## config.mk

```make
export PLATFORM = sky130hd
export DESIGN_NAME = ttr_top
export DESIGN_NICKNAME = d
export VERILOG_FILES = /design/src/ttr_pkg.sv /design/src/ttr_conv_seq.sv /design/src/ttr_thermo.sv /design/src/ttr_top.sv
export SDC_FILE = /design/constraint.sdc
export NUM_CORES = 1
export LEC_CHECK = 0
export BUFFER_PORTS_ARGS = -buffer_cell sky130_fd_sc_hd__buf_4
export CAP_MARGIN = 10
export CORE_ASPECT_RATIO = 0.9
export CORE_MARGIN = 4
export CORE_UTILIZATION = 53
export CTS_CLUSTER_DIAMETER = 100
export DETAILED_ROUTE_END_ITERATION = 12
export GPL_ROUTABILITY_DRIVEN = 0
export PLACE_DENSITY = 0.83
export SYNTH_ARGS = -nofsm -noshare
export SYNTH_HDL_FRONTEND = slang
export SYNTH_SLANG_ARGS = --single-unit
```

## constraint.sdc

```tcl
create_clock -name CLK -period 2.2 [get_ports CLK]
set_input_delay 0.22 -clock CLK [delete_from_list [all_inputs] [get_ports CLK]]
set_output_delay 0.22 -clock CLK [all_outputs]
set_load 0.02 [all_outputs]
```

## src/ttr_pkg.sv

```systemverilog
package ttr_pkg;

	// ************************************************************
	// Timing constants.
	// ************************************************************
	localparam int CLK_KHZ     = 25000;                // Core clock in kHz.
	localparam int CONV_9B_MS  = 25;                   // Longest 9-bit run, ms.
	localparam int CONV_9B_CYC = CONV_9B_MS * CLK_KHZ; // Same in clock cycles.
	localparam int CNT_W       = 23;                   // Holds 8 x 9-bit run.

	// ************************************************************
	// Register pointers, reset values and field masks.
	// ************************************************************
	localparam logic [1:0]  PTR_TEMP    = 2'h0;     // Conversion result.
	localparam logic [1:0]  PTR_CFG     = 2'h1;     // Configuration byte.
	localparam logic [1:0]  PTR_HYST    = 2'h2;     // Hysteresis limit.
	localparam logic [1:0]  PTR_OVER    = 2'h3;     // Over-temperature limit.
	localparam logic [15:0] OVER_RST    = 16'h5000; // 80 degrees Celsius.
	localparam logic [15:0] HYST_RST    = 16'h4B00; // 75 degrees Celsius.
	localparam logic [15:0] DATA_MASK   = 16'hFFF0; // Bits 3..0 are zero.
	localparam logic [15:0] RES9_MASK   = 16'hFF80; // Nine data bits kept.
	localparam logic [7:0]  CFG_RST     = 8'h00;    // Power-up configuration.
	localparam logic [7:0]  CFG_WR_MASK = 8'h7F;    // Top bit reads as zero.
	localparam logic        MODE_CMP    = 1'b0;     // Comparator mode code.

	// ************************************************************
	// Types.
	// ************************************************************
	typedef struct packed {
		logic reserved;               // Always zero.
		logic resolution_select_hi;   // Resolution code, upper bit.
		logic resolution_select_lo;   // Resolution code, lower bit.
		logic fault_count_select_hi;  // Fault count code, upper bit.
		logic fault_count_select_lo;  // Fault count code, lower bit.
		logic output_polarity;        // One makes the active level high.
		logic thermostat_mode_select; // One selects interrupt mode.
		logic power_down_select;      // One requests shutdown.
	} ttr_cfg_t;

	typedef enum logic [1:0] {
		CONV_RUN     = 2'b01,         // Converting.
		CONV_STANDBY = 2'b10          // Low-power standby.
	} ttr_conv_t;

	// ************************************************************
	// Shared decoders.
	// ************************************************************
	// Keeps the 9 + res most significant bits.
	function automatic logic [15:0] ttr_res_mask(input logic [1:0] res);
		ttr_res_mask = 16'($signed(RES9_MASK) >>> res);
	endfunction

	// Number of consecutive readings that trigger the output.
	function automatic logic [2:0] ttr_fault_target(input logic [1:0] code);
		case (code)
			2'h0: ttr_fault_target = 3'h1;
			2'h1: ttr_fault_target = 3'h2;
			2'h2: ttr_fault_target = 3'h4;
			default: ttr_fault_target = 3'h6;
		endcase
	endfunction

	// Signed strict compare, both sides cut to the resolution.
	function automatic logic ttr_above(input logic [15:0] a,
		input logic [15:0] b, input logic [1:0] res);
		ttr_above = $signed(a & ttr_res_mask(res)) >
			$signed(b & ttr_res_mask(res));
	endfunction

endpackage

```

## src/ttr_conv_seq.sv

```systemverilog
`timescale 1ns/1ps
module ttr_conv_seq #(
	parameter int BASE_CYC = ttr_pkg::CONV_9B_CYC // Cycles of a 9-bit run.
) (
	input  wire logic        clk,           // Core clock.
	input  wire logic        rst_b,         // Synchronous reset, active low.
	input  wire logic        pd_req,        // Shutdown requested.
	input  wire logic [1:0]  res,           // Resolution code.
	input  wire logic [15:0] sample,        // Converter word.
	output logic             done,          // Result stored, one pulse.
	output logic             standby_entry, // Standby entered, one pulse.
	output logic             standby,       // Standby state.
	output logic [15:0]      result         // Latest stored result.
);
	import ttr_pkg::*;

	// ************************************************************
	// Conversion timer.
	// ************************************************************
	ttr_conv_t          state_q;   // Run or standby.
	logic [CNT_W-1:0]   cnt_q;     // Cycles into the current run.
	logic [1:0]         res_lat_q; // Resolution held for the whole run.
	wire  [CNT_W-1:0]   run_len = CNT_W'(BASE_CYC) << res_lat_q;
	wire                conv_end = (state_q == CONV_RUN) &&
		(cnt_q == run_len - CNT_W'(1));

	assign standby = (state_q == CONV_STANDBY);

	// The resolution is latched at run start so a write mid-run cannot
	// shorten a conversion that is already under way.
	always_ff @(posedge clk) begin
		if (!rst_b) begin
			state_q       <= CONV_RUN;
			cnt_q         <= '0;
			res_lat_q     <= 2'h0;
			result        <= 16'h0000;
			done          <= 1'b0;
			standby_entry <= 1'b0;
		end else begin
			done          <= conv_end;
			standby_entry <= conv_end && pd_req;
			case (state_q)
				CONV_RUN: begin
					cnt_q <= conv_end ? '0 : cnt_q + CNT_W'(1);
					if (conv_end) begin
						result    <= sample & ttr_res_mask(res_lat_q);
						res_lat_q <= res;
						if (pd_req) state_q <= CONV_STANDBY;
					end
				end
				CONV_STANDBY: begin
					if (!pd_req) begin
						state_q   <= CONV_RUN;
						res_lat_q <= res;
					end
				end
				default: state_q <= CONV_RUN;
			endcase
		end
	end

endmodule

```

## src/ttr_thermo.sv

```systemverilog
`timescale 1ns/1ps
module ttr_thermo (
	input  wire logic          clk,      // Core clock.
	input  wire logic          rst_b,    // Synchronous reset, active low.
	input  wire logic          done,     // New result stored.
	input  wire logic [15:0]   result,   // Latest result.
	input  wire logic [15:0]   over_lim, // Over-temperature limit.
	input  wire logic [15:0]   hyst_lim, // Hysteresis limit.
	input  wire ttr_pkg::ttr_cfg_t cfg,  // Configuration.
	input  wire logic          pd_entry, // Standby entered.
	input  wire logic          rd_clear, // Any register read.
	output logic               active    // Output asserted.
);
	import ttr_pkg::*;

	// ************************************************************
	// Trigger decision.
	// ************************************************************
	logic       seek_hyst_q; // Interrupt mode waits for a low event.
	logic [2:0] cnt_q;       // Consecutive matching readings.
	wire  [1:0] res  = {cfg.resolution_select_hi, cfg.resolution_select_lo};
	wire  [1:0] fcod = {cfg.fault_count_select_hi, cfg.fault_count_select_lo};
	wire  cmp_mode = (cfg.thermostat_mode_select == MODE_CMP);
	wire  above = ttr_above(result, over_lim, res);
	wire  below = ttr_above(hyst_lim, result, res);
	wire  want_low = cmp_mode ? active : seek_hyst_q;
	wire  cond = want_low ? below : above;
	// Comparator release needs a single low reading.
	wire  [2:0] target = (cmp_mode && active) ? 3'h1 : ttr_fault_target(fcod);
	// Interrupt mode does not count while an event is still pending.
	wire  armed = cmp_mode || !active;
	wire  hit   = done && cond && armed;
	wire  reach = hit && (cnt_q + 3'h1 >= target);
	wire  clear = !cmp_mode && (rd_clear || pd_entry);

	// A trigger in the same cycle as a read clear wins, so no event is lost.
	always_ff @(posedge clk) begin
		if (!rst_b) begin
			active      <= 1'b0;
			seek_hyst_q <= 1'b0;
			cnt_q       <= 3'h0;
		end else if (reach) begin
			active      <= cmp_mode ? !active : 1'b1;
			seek_hyst_q <= cmp_mode ? seek_hyst_q : !seek_hyst_q;
			cnt_q       <= 3'h0;
		end else begin
			if (clear) active <= 1'b0;
			if (done) cnt_q <= hit ? cnt_q + 3'h1 : 3'h0;
		end
	end

endmodule

```

## src/ttr_top.sv

```systemverilog
`timescale 1ns/1ps
module ttr_top #(
	parameter int CONV_BASE_CYC = ttr_pkg::CONV_9B_CYC // 9-bit run cycles.
) (
	input  wire logic        CLK,          // Core clock, 25 MHz.
	input  wire logic        RST_B,        // Synchronous reset, active low.
	input  wire logic [1:0]  REG_PTR,      // Register pointer.
	input  wire logic        REG_RD,       // Read strobe, one cycle.
	input  wire logic        REG_WR,       // Write strobe, one cycle.
	input  wire logic [15:0] REG_WDATA,    // Write data.
	output logic [15:0]      REG_RDATA,    // Read data, registered.
	output logic             REG_RVALID,   // Read data valid, one cycle.
	input  wire logic [15:0] ADC_SAMPLE,   // Converter word, same clock.
	input  wire logic        THERMO_IN,    // Output pin level, unused.
	output logic             THERMO_OUT,   // Output pin drive value.
	output logic             THERMO_OE     // High while pin pulled low.
);
	import ttr_pkg::*;

	// ************************************************************
	// Register file.
	// ************************************************************
	ttr_cfg_t    cfg_q;  // Configuration register.
	logic [15:0] over_q; // Over-temperature limit.
	logic [15:0] hyst_q; // Hysteresis limit.

	// Results and thermostat state from the two engines.
	logic        conv_done;     // Result stored this cycle.
	logic        pd_entry;      // Standby entered this cycle.
	logic        in_standby;    // Converter resting.
	logic [15:0] conv_result;   // Latest stored result.
	logic        thermo_active; // Logical output state.

	// Field views of the configuration.
	wire [1:0] res_code = {cfg_q.resolution_select_hi,
		cfg_q.resolution_select_lo};
	wire [1:0] fault_code = {cfg_q.fault_count_select_hi,
		cfg_q.fault_count_select_lo};
	wire       cmp_mode = (cfg_q.thermostat_mode_select == MODE_CMP);

	// Write decode, one select per writable register.
	wire wr_cfg  = REG_WR && (REG_PTR == PTR_CFG);
	wire wr_over = REG_WR && (REG_PTR == PTR_OVER);
	wire wr_hyst = REG_WR && (REG_PTR == PTR_HYST);

	// Read selection. The configuration sits in the low byte and its
	// reserved top bit is never stored, so it always reads zero.
	logic [15:0] rd_mux;
	assign rd_mux = (REG_PTR == PTR_TEMP) ? conv_result :
		(REG_PTR == PTR_CFG) ? {8'h00, cfg_q} :
		(REG_PTR == PTR_HYST) ? hyst_q : over_q;

	// Configuration and limits. Writes to the result pointer are dropped,
	// since that register belongs to the converter alone.
	always_ff @(posedge CLK) begin
		if (!RST_B) begin
			cfg_q  <= ttr_cfg_t'(CFG_RST);
			over_q <= OVER_RST;
			hyst_q <= HYST_RST;
		end else begin
			if (wr_cfg) cfg_q <= ttr_cfg_t'(REG_WDATA[7:0] & CFG_WR_MASK);
			if (wr_over) over_q <= REG_WDATA & DATA_MASK;
			if (wr_hyst) hyst_q <= REG_WDATA & DATA_MASK;
		end
	end

	// Read port. Data is taken one edge after the strobe, which keeps the
	// result mux off the output pins and lets a read never stall anything.
	always_ff @(posedge CLK) begin
		if (!RST_B) begin
			REG_RDATA  <= 16'h0000;
			REG_RVALID <= 1'b0;
		end else begin
			REG_RVALID <= REG_RD;
			if (REG_RD) REG_RDATA <= rd_mux;
		end
	end

	// ************************************************************
	// Engines.
	// ************************************************************
	// Conversion pacing, shutdown sequencing and result capture.
	ttr_conv_seq #(
		.BASE_CYC      (CONV_BASE_CYC)
	) u_conv (
		.clk           (CLK),
		.rst_b         (RST_B),
		.pd_req        (cfg_q.power_down_select),
		.res           (res_code),
		.sample        (ADC_SAMPLE),
		.done          (conv_done),
		.standby_entry (pd_entry),
		.standby       (in_standby),
		.result        (conv_result)
	);

	// Limit compare and fault filtering.
	ttr_thermo u_thermo (
		.clk      (CLK),
		.rst_b    (RST_B),
		.done     (conv_done),
		.result   (conv_result),
		.over_lim (over_q),
		.hyst_lim (hyst_q),
		.cfg      (cfg_q),
		.pd_entry (pd_entry),
		.rd_clear (REG_RD),
		.active   (thermo_active)
	);

	// ************************************************************
	// Open-drain output pin.
	// ************************************************************
	// The pin is only ever pulled low. With the default polarity the
	// asserted state pulls low; with polarity one the idle state does.
	// The drive value is a constant flop so the pin stays glitch free.
	always_ff @(posedge CLK) begin
		if (!RST_B) begin
			THERMO_OUT <= 1'b0;
			THERMO_OE  <= 1'b0;
		end else begin
			THERMO_OUT <= 1'b0;
			THERMO_OE  <= thermo_active ^ cfg_q.output_polarity;
		end
	end

	// ************************************************************
	// Checks.
	// ************************************************************
	// Converter must run straight out of reset.
	property p_run_at_reset;
		@(posedge CLK) $rose(RST_B) |-> !in_standby && res_code == 2'h0;
	endproperty
	a_run_at_reset: assert property (p_run_at_reset)
		else $error("converter not running after reset");

	// A result read returns the word stored before the strobe.
	property p_read_result;
		@(posedge CLK) disable iff (!RST_B)
		REG_RD && REG_PTR == PTR_TEMP |=>
			REG_RVALID && REG_RDATA == $past(conv_result);
	endproperty
	a_read_result: assert property (p_read_result)
		else $error("result read returned wrong word");

	// Stored results never carry bits beyond twelve.
	property p_low_nibble;
		@(posedge CLK) disable iff (!RST_B)
		conv_done |-> conv_result[3:0] == 4'h0 && over_q[3:0] == 4'h0 &&
			hyst_q[3:0] == 4'h0;
	endproperty
	a_low_nibble: assert property (p_low_nibble)
		else $error("low nibble not zero");

	// Over-temperature limit writes are kept, low nibble forced to zero.
	property p_limit_hold;
		@(posedge CLK) disable iff (!RST_B)
		wr_over |=> over_q == ($past(REG_WDATA) & DATA_MASK);
	endproperty
	a_limit_hold: assert property (p_limit_hold)
		else $error("limit write not kept");

	// Shutdown only after the running conversion has been stored.
	property p_pd_after_done;
		@(posedge CLK) disable iff (!RST_B)
		$rose(in_standby) |-> conv_done && $past(cfg_q.power_down_select);
	endproperty
	a_pd_after_done: assert property (p_pd_after_done)
		else $error("standby without a finished conversion");

	// Comparator output is frozen through standby.
	property p_cmp_hold;
		@(posedge CLK) disable iff (!RST_B)
		in_standby && !conv_done && cmp_mode |=>
			thermo_active == $past(thermo_active);
	endproperty
	a_cmp_hold: assert property (p_cmp_hold)
		else $error("comparator output moved in standby");

	// Interrupt output drops one edge after a read when nothing sets it.
	property p_int_read_clear;
		@(posedge CLK) disable iff (!RST_B)
		!cmp_mode && REG_RD && !conv_done ##1 !conv_done |-> !thermo_active;
	endproperty
	a_int_read_clear: assert property (p_int_read_clear)
		else $error("interrupt output not cleared by read");

	// Single fault count: one reading over the limit sets the output.
	property p_cmp_set;
		@(posedge CLK) disable iff (!RST_B)
		cmp_mode && conv_done && !thermo_active && fault_code == 2'h0 &&
			ttr_above(conv_result, over_q, res_code) |=> thermo_active;
	endproperty
	a_cmp_set: assert property (p_cmp_set)
		else $error("comparator did not assert over limit");

	// Comparator releases on the first reading below hysteresis.
	property p_cmp_release;
		@(posedge CLK) disable iff (!RST_B)
		cmp_mode && conv_done && thermo_active &&
			ttr_above(hyst_q, conv_result, res_code) |=> !thermo_active;
	endproperty
	a_cmp_release: assert property (p_cmp_release)
		else $error("comparator did not release");

	// A reading equal to the limit does not count as exceeding it.
	property p_strict;
		@(posedge CLK) disable iff (!RST_B)
		cmp_mode && conv_done && !thermo_active &&
			(conv_result & ttr_res_mask(res_code)) ==
			(over_q & ttr_res_mask(res_code)) |=> !thermo_active;
	endproperty
	a_strict: assert property (p_strict)
		else $error("equal reading treated as over limit");

	// The pin enable follows output state and polarity one edge later.
	property p_pin_level;
		@(posedge CLK) disable iff (!RST_B)
		$changed(thermo_active) |=>
			THERMO_OE == ($past(thermo_active) ^
			$past(cfg_q.output_polarity));
	endproperty
	a_pin_level: assert property (p_pin_level)
		else $error("pin enable does not match polarity");

	// No trigger while the fault count has not been reached.
	property p_fault_wait;
		@(posedge CLK) disable iff (!RST_B)
		conv_done && cmp_mode && !thermo_active && fault_code == 2'h3 &&
			!ttr_above(conv_result, over_q, res_code) ##1
			(!conv_done)[*3] |-> !thermo_active;
	endproperty
	a_fault_wait: assert property (p_fault_wait)
		else $error("output set before fault count reached");

	// ************************************************************
	// Checks on the bus, standby and output hold.
	// ************************************************************
	// These guard the quiet paths that a short test seldom walks, such
	// as a read landing while the converter rests.

	// Hysteresis writes are kept, low nibble forced to zero.
	property p_hyst_hold;
		@(posedge CLK) disable iff (!RST_B)
		wr_hyst |=> hyst_q == ($past(REG_WDATA) & DATA_MASK);
	endproperty
	a_hyst_hold: assert property (p_hyst_hold)
		else $error("hysteresis write not kept");

	// Configuration writes land, with the reserved bit dropped.
	property p_cfg_write;
		@(posedge CLK) disable iff (!RST_B)
		wr_cfg |=> cfg_q == ttr_cfg_t'($past(REG_WDATA[7:0]) & CFG_WR_MASK);
	endproperty
	a_cfg_write: assert property (p_cfg_write)
		else $error("configuration write not kept");

	// Every read strobe is answered on the next edge.
	property p_rvalid_pulse;
		@(posedge CLK) disable iff (!RST_B)
		REG_RD |=> REG_RVALID;
	endproperty
	a_rvalid_pulse: assert property (p_rvalid_pulse)
		else $error("read not answered");

	// No answer appears without a read strobe.
	property p_rvalid_idle;
		@(posedge CLK) disable iff (!RST_B)
		!REG_RD |=> !REG_RVALID;
	endproperty
	a_rvalid_idle: assert property (p_rvalid_idle)
		else $error("read answer without a strobe");

	// Once resting, the converter stores nothing more.
	property p_standby_quiet;
		@(posedge CLK) disable iff (!RST_B)
		in_standby && $past(in_standby) |-> !conv_done;
	endproperty
	a_standby_quiet: assert property (p_standby_quiet)
		else $error("result stored during standby");

	// Clearing the shutdown bit restarts conversions at once.
	property p_resume;
		@(posedge CLK) disable iff (!RST_B)
		in_standby && !cfg_q.power_down_select |=> !in_standby;
	endproperty
	a_resume: assert property (p_resume)
		else $error("converter did not resume");

	// Entering standby drops a pending interrupt output.
	property p_int_pd_clear;
		@(posedge CLK) disable iff (!RST_B)
		!cmp_mode && pd_entry && thermo_active |=> !thermo_active;
	endproperty
	a_int_pd_clear: assert property (p_int_pd_clear)
		else $error("interrupt output kept through shutdown");

	// A read never releases the comparator output.
	property p_cmp_no_clear;
		@(posedge CLK) disable iff (!RST_B)
		cmp_mode && REG_RD && thermo_active && !conv_done |=> thermo_active;
	endproperty
	a_cmp_no_clear: assert property (p_cmp_no_clear)
		else $error("comparator output cleared by a read");

	// An interrupt output holds until a read or shutdown.
	property p_int_hold;
		@(posedge CLK) disable iff (!RST_B)
		!cmp_mode && thermo_active && !REG_RD && !pd_entry |=> thermo_active;
	endproperty
	a_int_hold: assert property (p_int_hold)
		else $error("interrupt output dropped on its own");

	// Reset leaves the pin released and the bus quiet.
	property p_reset_idle;
		@(posedge CLK)
		!RST_B |=> !THERMO_OE && !REG_RVALID && !thermo_active;
	endproperty
	a_reset_idle: assert property (p_reset_idle)
		else $error("outputs not idle after reset");

endmodule
```

# ---- Word-level counts from Yosys, hierarchy flattened
# Cells that the tools add are included.
dict set report totals {
  register_bits 99
  inputBits 39
  out_inout_bits 19
  word_cells 90
}
dict set report op_classes {
  addsub 3
  order_cmp 3
  n_eq_ne 11
  n_shift 3
  n_mux 19
  bitwise 7
  n_reduce_logical 23
}
# operator count
set op_table {}
lappend op_table {{16-bit AND} 4}
lappend op_table {{16-bit 2-to-1 mux} 3}
lappend op_table {{16-bit > comparator} 2}
lappend op_table {{8-bit by 2-bit >>> shifter with 16-bit output, first input constant} 2}
lappend op_table {{23-bit by 1-bit adder with 23-bit output, second input constant} 1}
lappend op_table {{23-bit == test} 1}
lappend op_table {{23-bit 2-to-1 mux} 1}
lappend op_table {{20-bit by 2-bit left shift with 23-bit output, first input constant} 1}
lappend op_table {{23-bit by 1-bit subtractor with 23-bit output, second input constant} 1}
lappend op_table {{1-bit logical AND} 10}
lappend op_table {{2-bit 2-to-1 mux} 5}
lappend op_table {{3-bit case mux with 3 select lines} 1}
lappend op_table {{2-bit == test, second input constant} 4}
lappend op_table {{2-bit case mux with 2 select lines} 2}
lappend op_table {{2-bit by 1-bit == test with 1-bit output, second input constant} 3}
lappend op_table {{3-bit 2-to-1 mux} 2}
lappend op_table {{3-bit AND reduction} 2}
lappend op_table {{1-bit 2-to-1 mux} 5}
lappend op_table {{2-bit zero test} 2}
lappend op_table {{2-bit inequality test, second input constant} 2}
lappend op_table {{2-bit AND reduction} 2}
lappend op_table {{2-bit nonzero test} 2}
lappend op_table {{3-bit by 1-bit adder with 3-bit output, second input constant} 1}
lappend op_table {{3-bit greater-or-equal comparator} 1}
lappend op_table {{6 further kinds} 9}

# ---- Longest topological paths before layout
dict set report depth {
  word_depth 8
  depth_mapped 11
  mapped_depth_nobuf 10
}

# ---- Modules after synthesis
# A second synthesis with hierarchy kept.
dict set report unflattened {
  cells_unflattened 624
  hier_area_um2 5361.4
}
# module n_inst cells_per_inst area_each_um2 seq_area_each_um2
set modules_own_cells {}
lappend modules_own_cells {ttr_conv_seq 1 249 2154.6 820.8}
lappend modules_own_cells {ttr_top 1 234 2110.8 980.9}
lappend modules_own_cells {ttr_thermo 1 141 1096.1 100.1}

# ---- Worst setup path after synthesis
# No wires, ideal clock.
dict set report synth_timing {
  path_type {register to register}
  from {register cfg_q[6] in the netlist's numbering}
  to {register u_thermo.cnt_q[0]}
  setup_ns 0.121
  t_arrival_ns 2.163
  required_ns 2.079
  path_slack_ns -0.084
  path_stages_with_launch 11
  path_buffers 1
  synth_period_minus_slack_ns 2.284
  cell_sequence {dfxtp_1 -> clkbuf_1 -> nand3_1 -> ha_1 -> o21a_1 -> o221ai_1 -> a21boi_0 -> o211ai_1 -> nor3_1 -> or2_1 -> mux2_2}
}
dict set report synth_between {
  elab_chain_len 8
  word_cells_on_any_way 12
  cone_classes {order compare (2); shift (1); mux (2); bitwise (3); reduce/logical (4)}
}
# element line_no
set synth_rtl {}
lappend synth_rtl {{start, declared} ttr_top.sv:23} ;# ttr_cfg_t cfg_q;
lappend synth_rtl {{start signal, assigned} ttr_top.sv:57} ;# cfg_q <= ttr_cfg_t'(CFG_RST);
lappend synth_rtl {{start signal, assigned} ttr_top.sv:61} ;# if (wr_cfg) cfg_q <= ttr_cfg_t'(REG_WDATA[7:0] & CFG_WR_MASK);
lappend synth_rtl {{8-bit by 2-bit >>> shifter with 16-bit output *} ttr_pkg.sv:50} ;# ttr_res_mask = 16'($signed(RES9_MASK) >>> res);
lappend synth_rtl {{16-bit AND (on tied branches)} {ttr_pkg.sv:66, ttr_pkg.sv:67}}
lappend synth_rtl {{16-bit > comparator} ttr_pkg.sv:66} ;# ttr_above = $signed(a & ttr_res_mask(res)) >
lappend synth_rtl {{1-bit 2-to-1 mux *} ttr_thermo.sv:27} ;# wire cond = want_low ? below : above;
lappend synth_rtl {{1-bit logical AND * (2 in series)} ttr_thermo.sv:32} ;# wire hit = done && cond && armed;
lappend synth_rtl {{1-bit logical AND} ttr_thermo.sv:33} ;# wire reach = hit && (cnt_q + 3'h1 >= target);
lappend synth_rtl {{2-bit OR reduction (no line)} --}
lappend synth_rtl {{end signal, assigned} ttr_thermo.sv:48} ;# if (done) cnt_q <= hit ? cnt_q + 3'h1 : 3'h0;
lappend synth_rtl {{end, declared} ttr_thermo.sv:20} ;# logic [2:0] cnt_q;
# Every way passes the cells marked *; elsewhere a longest branch is shown, timed or not.
# A chain may end at the register's enable or synchronous reset.

# ---- Final worst setup path
dict set report layout_timing {
  from {register u_conv.result[14]}
  to {register u_thermo.cnt_q[0]}
}
dict set report layout_between {
  elab_chain_len 7
  word_cells_on_any_way 9
  cone_classes {order compare (2); mux (2); bitwise (1); reduce/logical (4)}
}
# element line_no
set layout_rtl {}
lappend layout_rtl {{start, declared} ttr_conv_seq.sv:13} ;# output logic [15:0] result
lappend layout_rtl {{start signal, assigned} ttr_conv_seq.sv:46} ;# result <= sample & ttr_res_mask(res_lat_q);
lappend layout_rtl {{16-bit AND *} {ttr_pkg.sv:66, ttr_pkg.sv:67}}
lappend layout_rtl {{16-bit > comparator} ttr_pkg.sv:66}
lappend layout_rtl {{1-bit 2-to-1 mux *} ttr_thermo.sv:27}
lappend layout_rtl {{1-bit logical AND * (2 in series)} ttr_thermo.sv:32}
lappend layout_rtl {{1-bit logical AND} ttr_thermo.sv:33}
lappend layout_rtl {{2-bit OR reduction (no line)} --}
# Marks and branches as above.

==> run metrics <==
CP max stage delay=360 ps; outcome=complete, but fails checks; drt initial violations=264; Inst Count DP=758; VDD IR max=approximately 0.00044 V; DR pass1 iterations=5; fin worst setup slack=-144 ps; Routed wire per std cell=17.0 um; Fin Setup TNS=-1130 ps; final WL=13.2 mm; pre-CTS setup slack=-169 ps; P_sw=roughly 0.00082 W; Worst Path Arrival=~2600 ps; Setup crit end=u_thermo.cnt_q[0]; Worst EP required=around 2500 ps; Crit. End Element=flip-flop; Area growth syn-to-layout=26.6%; total number of vias=4463; Fin Clk Skew=12.1 ps; Power Total=around 0.0033 W; failing checks=setup timing; CP max FO=3; average size of a mapped cell=8.43 um^2; simple-gate area share of the yosys netlist=22.4%; post-synthesis adder-cell area fraction=8.53%; Post-Syn Nets=roughly 650; CTS max path bufs=2; Mapped Area=0.00484 mm^2; number of flops mapped to enable cells by yosys=0; Post-CTS Hold Buffers=0; CP startpoint kind=flip-flop; Diodes inserted=0; Leak=2.61 nW; crit-path cells=inv_1 > ha_4 > nand4_1 > buf_4 > nor3_4 > a32oi_2 > o211ai_1 > nor3_2 > or2_1 > mux2_4; multi-input logic area=0.00299 mm^2; DRC=0; min cycle time layout=2340 ps; Final setup viols=33; Die Ht=98.6 um; total gr overflow=0; fin crit share=107%; clk_lat worst skew=370 ps; largest net degree at the start of global routing=32; Layout Nets=between 700 and 800; CTS clk-pin slew, worst paths=90 ps; vias in the first global route=4428; worst reg2reg endpoint=u_thermo.cnt_q[0]; slowest CP cell=dfxtp_2; cell depth of the worst flop-to-flop path=10; cell internal pwr=0.00249 W; max_cap viols=0; Initial Utilization=55.4%; switch share=24.8%; clock share of power=35.7%; number of fill cells=625; Reg2Reg Setup Slack=-140 ps; CTS tree=yes; first-pass GRT wire length=between 20 and 25 mm; combinational share of power=10.3%; row count=32; final cell count without fillers=slightly below 800; hold slack=72.2 ps; Worst Setup SP=u_conv.result[14]; max_slew headroom=62.8%; drt via density=5.74; Final ANT Viol Nets=0; CTS buffer count=9; CTS root buffer=clkbuf_8; Final Max Slew Viols=0; min-delay worst type=input pin to flip-flop; Netlist cell types=53; Die Wd=109 um; Storage cell area=just under 0.002 mm^2; CTS Sinks=between 90 and 100; RR Startpoint=u_conv.result[14]; gr usage total=23.4%; DP HPWL=8.67 mm; unrepaired setup endpoints after global routing=true; ys flop type=dfxtp_1; post-synthesis compound-gate area fraction=12.8%; worst-margin pin slew=~560 ps; Seq/Total Area, Yosys=approximately 39%; post-synthesis mux area share=6.62%; I/O pin cnt=58; Crit Path Class=flip-flop to flip-flop; initial antenna violation count=0; synth warn=0; Die Footprint=0.0107 mm^2; Port Buf Inserts=51; Flop pwr share=54.0%; Hold Fails Final Rpt=0; XOR/XNOR Fraction of Synth Area=under 10%; FFs w/ async S/R, synth=0%; Yosys reg bits=95; largest family of logic cells by synthesized area=simple AND/OR/NAND/NOR gates; layout cells sized above 1=27.2%; pwr dens=540 mW/mm^2; cells after synthesis=574; Max H-tree Level=3; Fmax=427 MHz; Core ar.=0.00873 mm^2
cells in the final DEF (no fill, tap or decap), drive strengths merged, types with 14 or more instances in the layout:
cell type,n
xor2,20
dfxtp,95
mux2i,14
a21oi,42
nand3,29
nor2,61
buf,96
nand2,84
ha,33
inv,26
synth_stat cells, types with 3 or more instances:
master,instances,share of area (%)
and4_1,3,0.54
mux4_2,3,1.4
nor3_1,5,0.52
mux2i_1,14,2.9
a211oi_1,9,1.4
a31oi_1,3,0.39
clkbuf_1,19,1.5
nor2_1,61,4.7
nand4_1,8,1.0
mux2_2,10,2.3
a21o_1,5,0.78
buf_1,3,0.23
ha_1,33,8.5
nand2b_1,11,1.4
xnor2_1,12,2.2
nand3_1,29,3.0
nor2b_1,4,0.52
nand2_1,84,6.5
xor2_1,20,3.6
o21a_1,4,0.62
o21ai_0,8,0.83
a22oi_1,10,1.6
buf_4,3,0.47
and3_1,12,1.6
inv_1,26,2.0
dfxtp_1,95,39
o211ai_1,5,0.78
or3_1,3,0.39
a21oi_1,42,4.3
worst max-delay path, delay by kind of cell (launching register included):
kind	cells	cell delay, ps
AO/OA/AOI/OAI	2	350
AND/OR/NAND/NOR	4	680
flip-flops	1	360
buffers and inverters	2	280
multiplexers	1	270
adder cells (fa/ha/maj)	1	280
registers in the layout, summed over array words and instances, names as in the netlist, 2 cells and up:
register / count
u_conv.cnt_q: 23
over_q: 12
u_conv.result: 12
REG_RDATA: 16
u_thermo.cnt_q: 3
hyst_q: 12
u_conv.res_lat_q: 2
u_conv.state_q: 2
cfg_q: 7
metal layers:
metal  track usage [%]  up-vias  part of all wire, %
met5                 0        -                    0
met4              7.96        0                  4.3
met2              41.0      163                   50
met3              4.98       52                  6.0
li1                  -     2133                    -
met1              28.2     2115                   40
area by class of cell:
type / count / area share, %
multi-input combinational: 425 / 48.9
sequential: 95 / 31.5
timing repair buffer: 96 / 12.3
clock buffer: 12 / 2.53
tap: 119 / 2.43
inverter: 27 / 1.70
clock inverter: 3 / 0.695
logic make-up (layout without fill, tap and decap cells):
kind of cell	Yosys count	in the layout
AO/OA/AOI/OAI	98	98
XOR/XNOR	32	32
adder cells (fa/ha/maj)	33	33
buffers and inverters	54	138
flip-flops	95	95
multiplexers	27	27
other	1	1
AND/OR/NAND/NOR	234	234
through the flow:
stage | utilization [%] | instance area [um^2]
2_1_floorplan | - | 4840
3_3_place_gp | 63.9 | 5580
3_5_place_dp | 63.9 | 5580
4_1_cts | 66.9 | 5840
5_1_grt | 70.2 | 6120
6_report | 70.2 | 6120
how the worst min path moves through the flow:
stage | endpoint | from | slack (ps) | cells past startpoint
floorplan | hyst_q[11] | REG_WDATA[11] | 340 | 2
global placement | hyst_q[11] | REG_WDATA[11] | 440 | 3
detailed placement | hyst_q[11] | REG_WDATA[11] | 450 | 3
CTS | hyst_q[11] | REG_WDATA[11] | 60 | 3
global route | hyst_q[14] | REG_WDATA[14] | 80 | 3
finish | hyst_q[14] | REG_WDATA[14] | 70 | 3
power groups by stage:
stage          combinational, W  clock, W  sequential [W]
3_3_place_gp           0.000300         0         0.00182
5_1_grt                0.000372   0.00127         0.00179
4_1_cts                0.000311   0.00119         0.00178
6_report               0.000340   0.00118         0.00178
3_5_place_dp           0.000307         0         0.00182
2_1_floorplan          0.000162         0         0.00183
timing repair:
action | in CTS | in global routing
gates cloned | 0 | 1
pin swaps | 11 | 22
gates resized for setup | 25 | 49
buffers inserted | 0 | 4
endpoints found under the setup margin | 27 | 44
(Power assumes the default switching activity.)
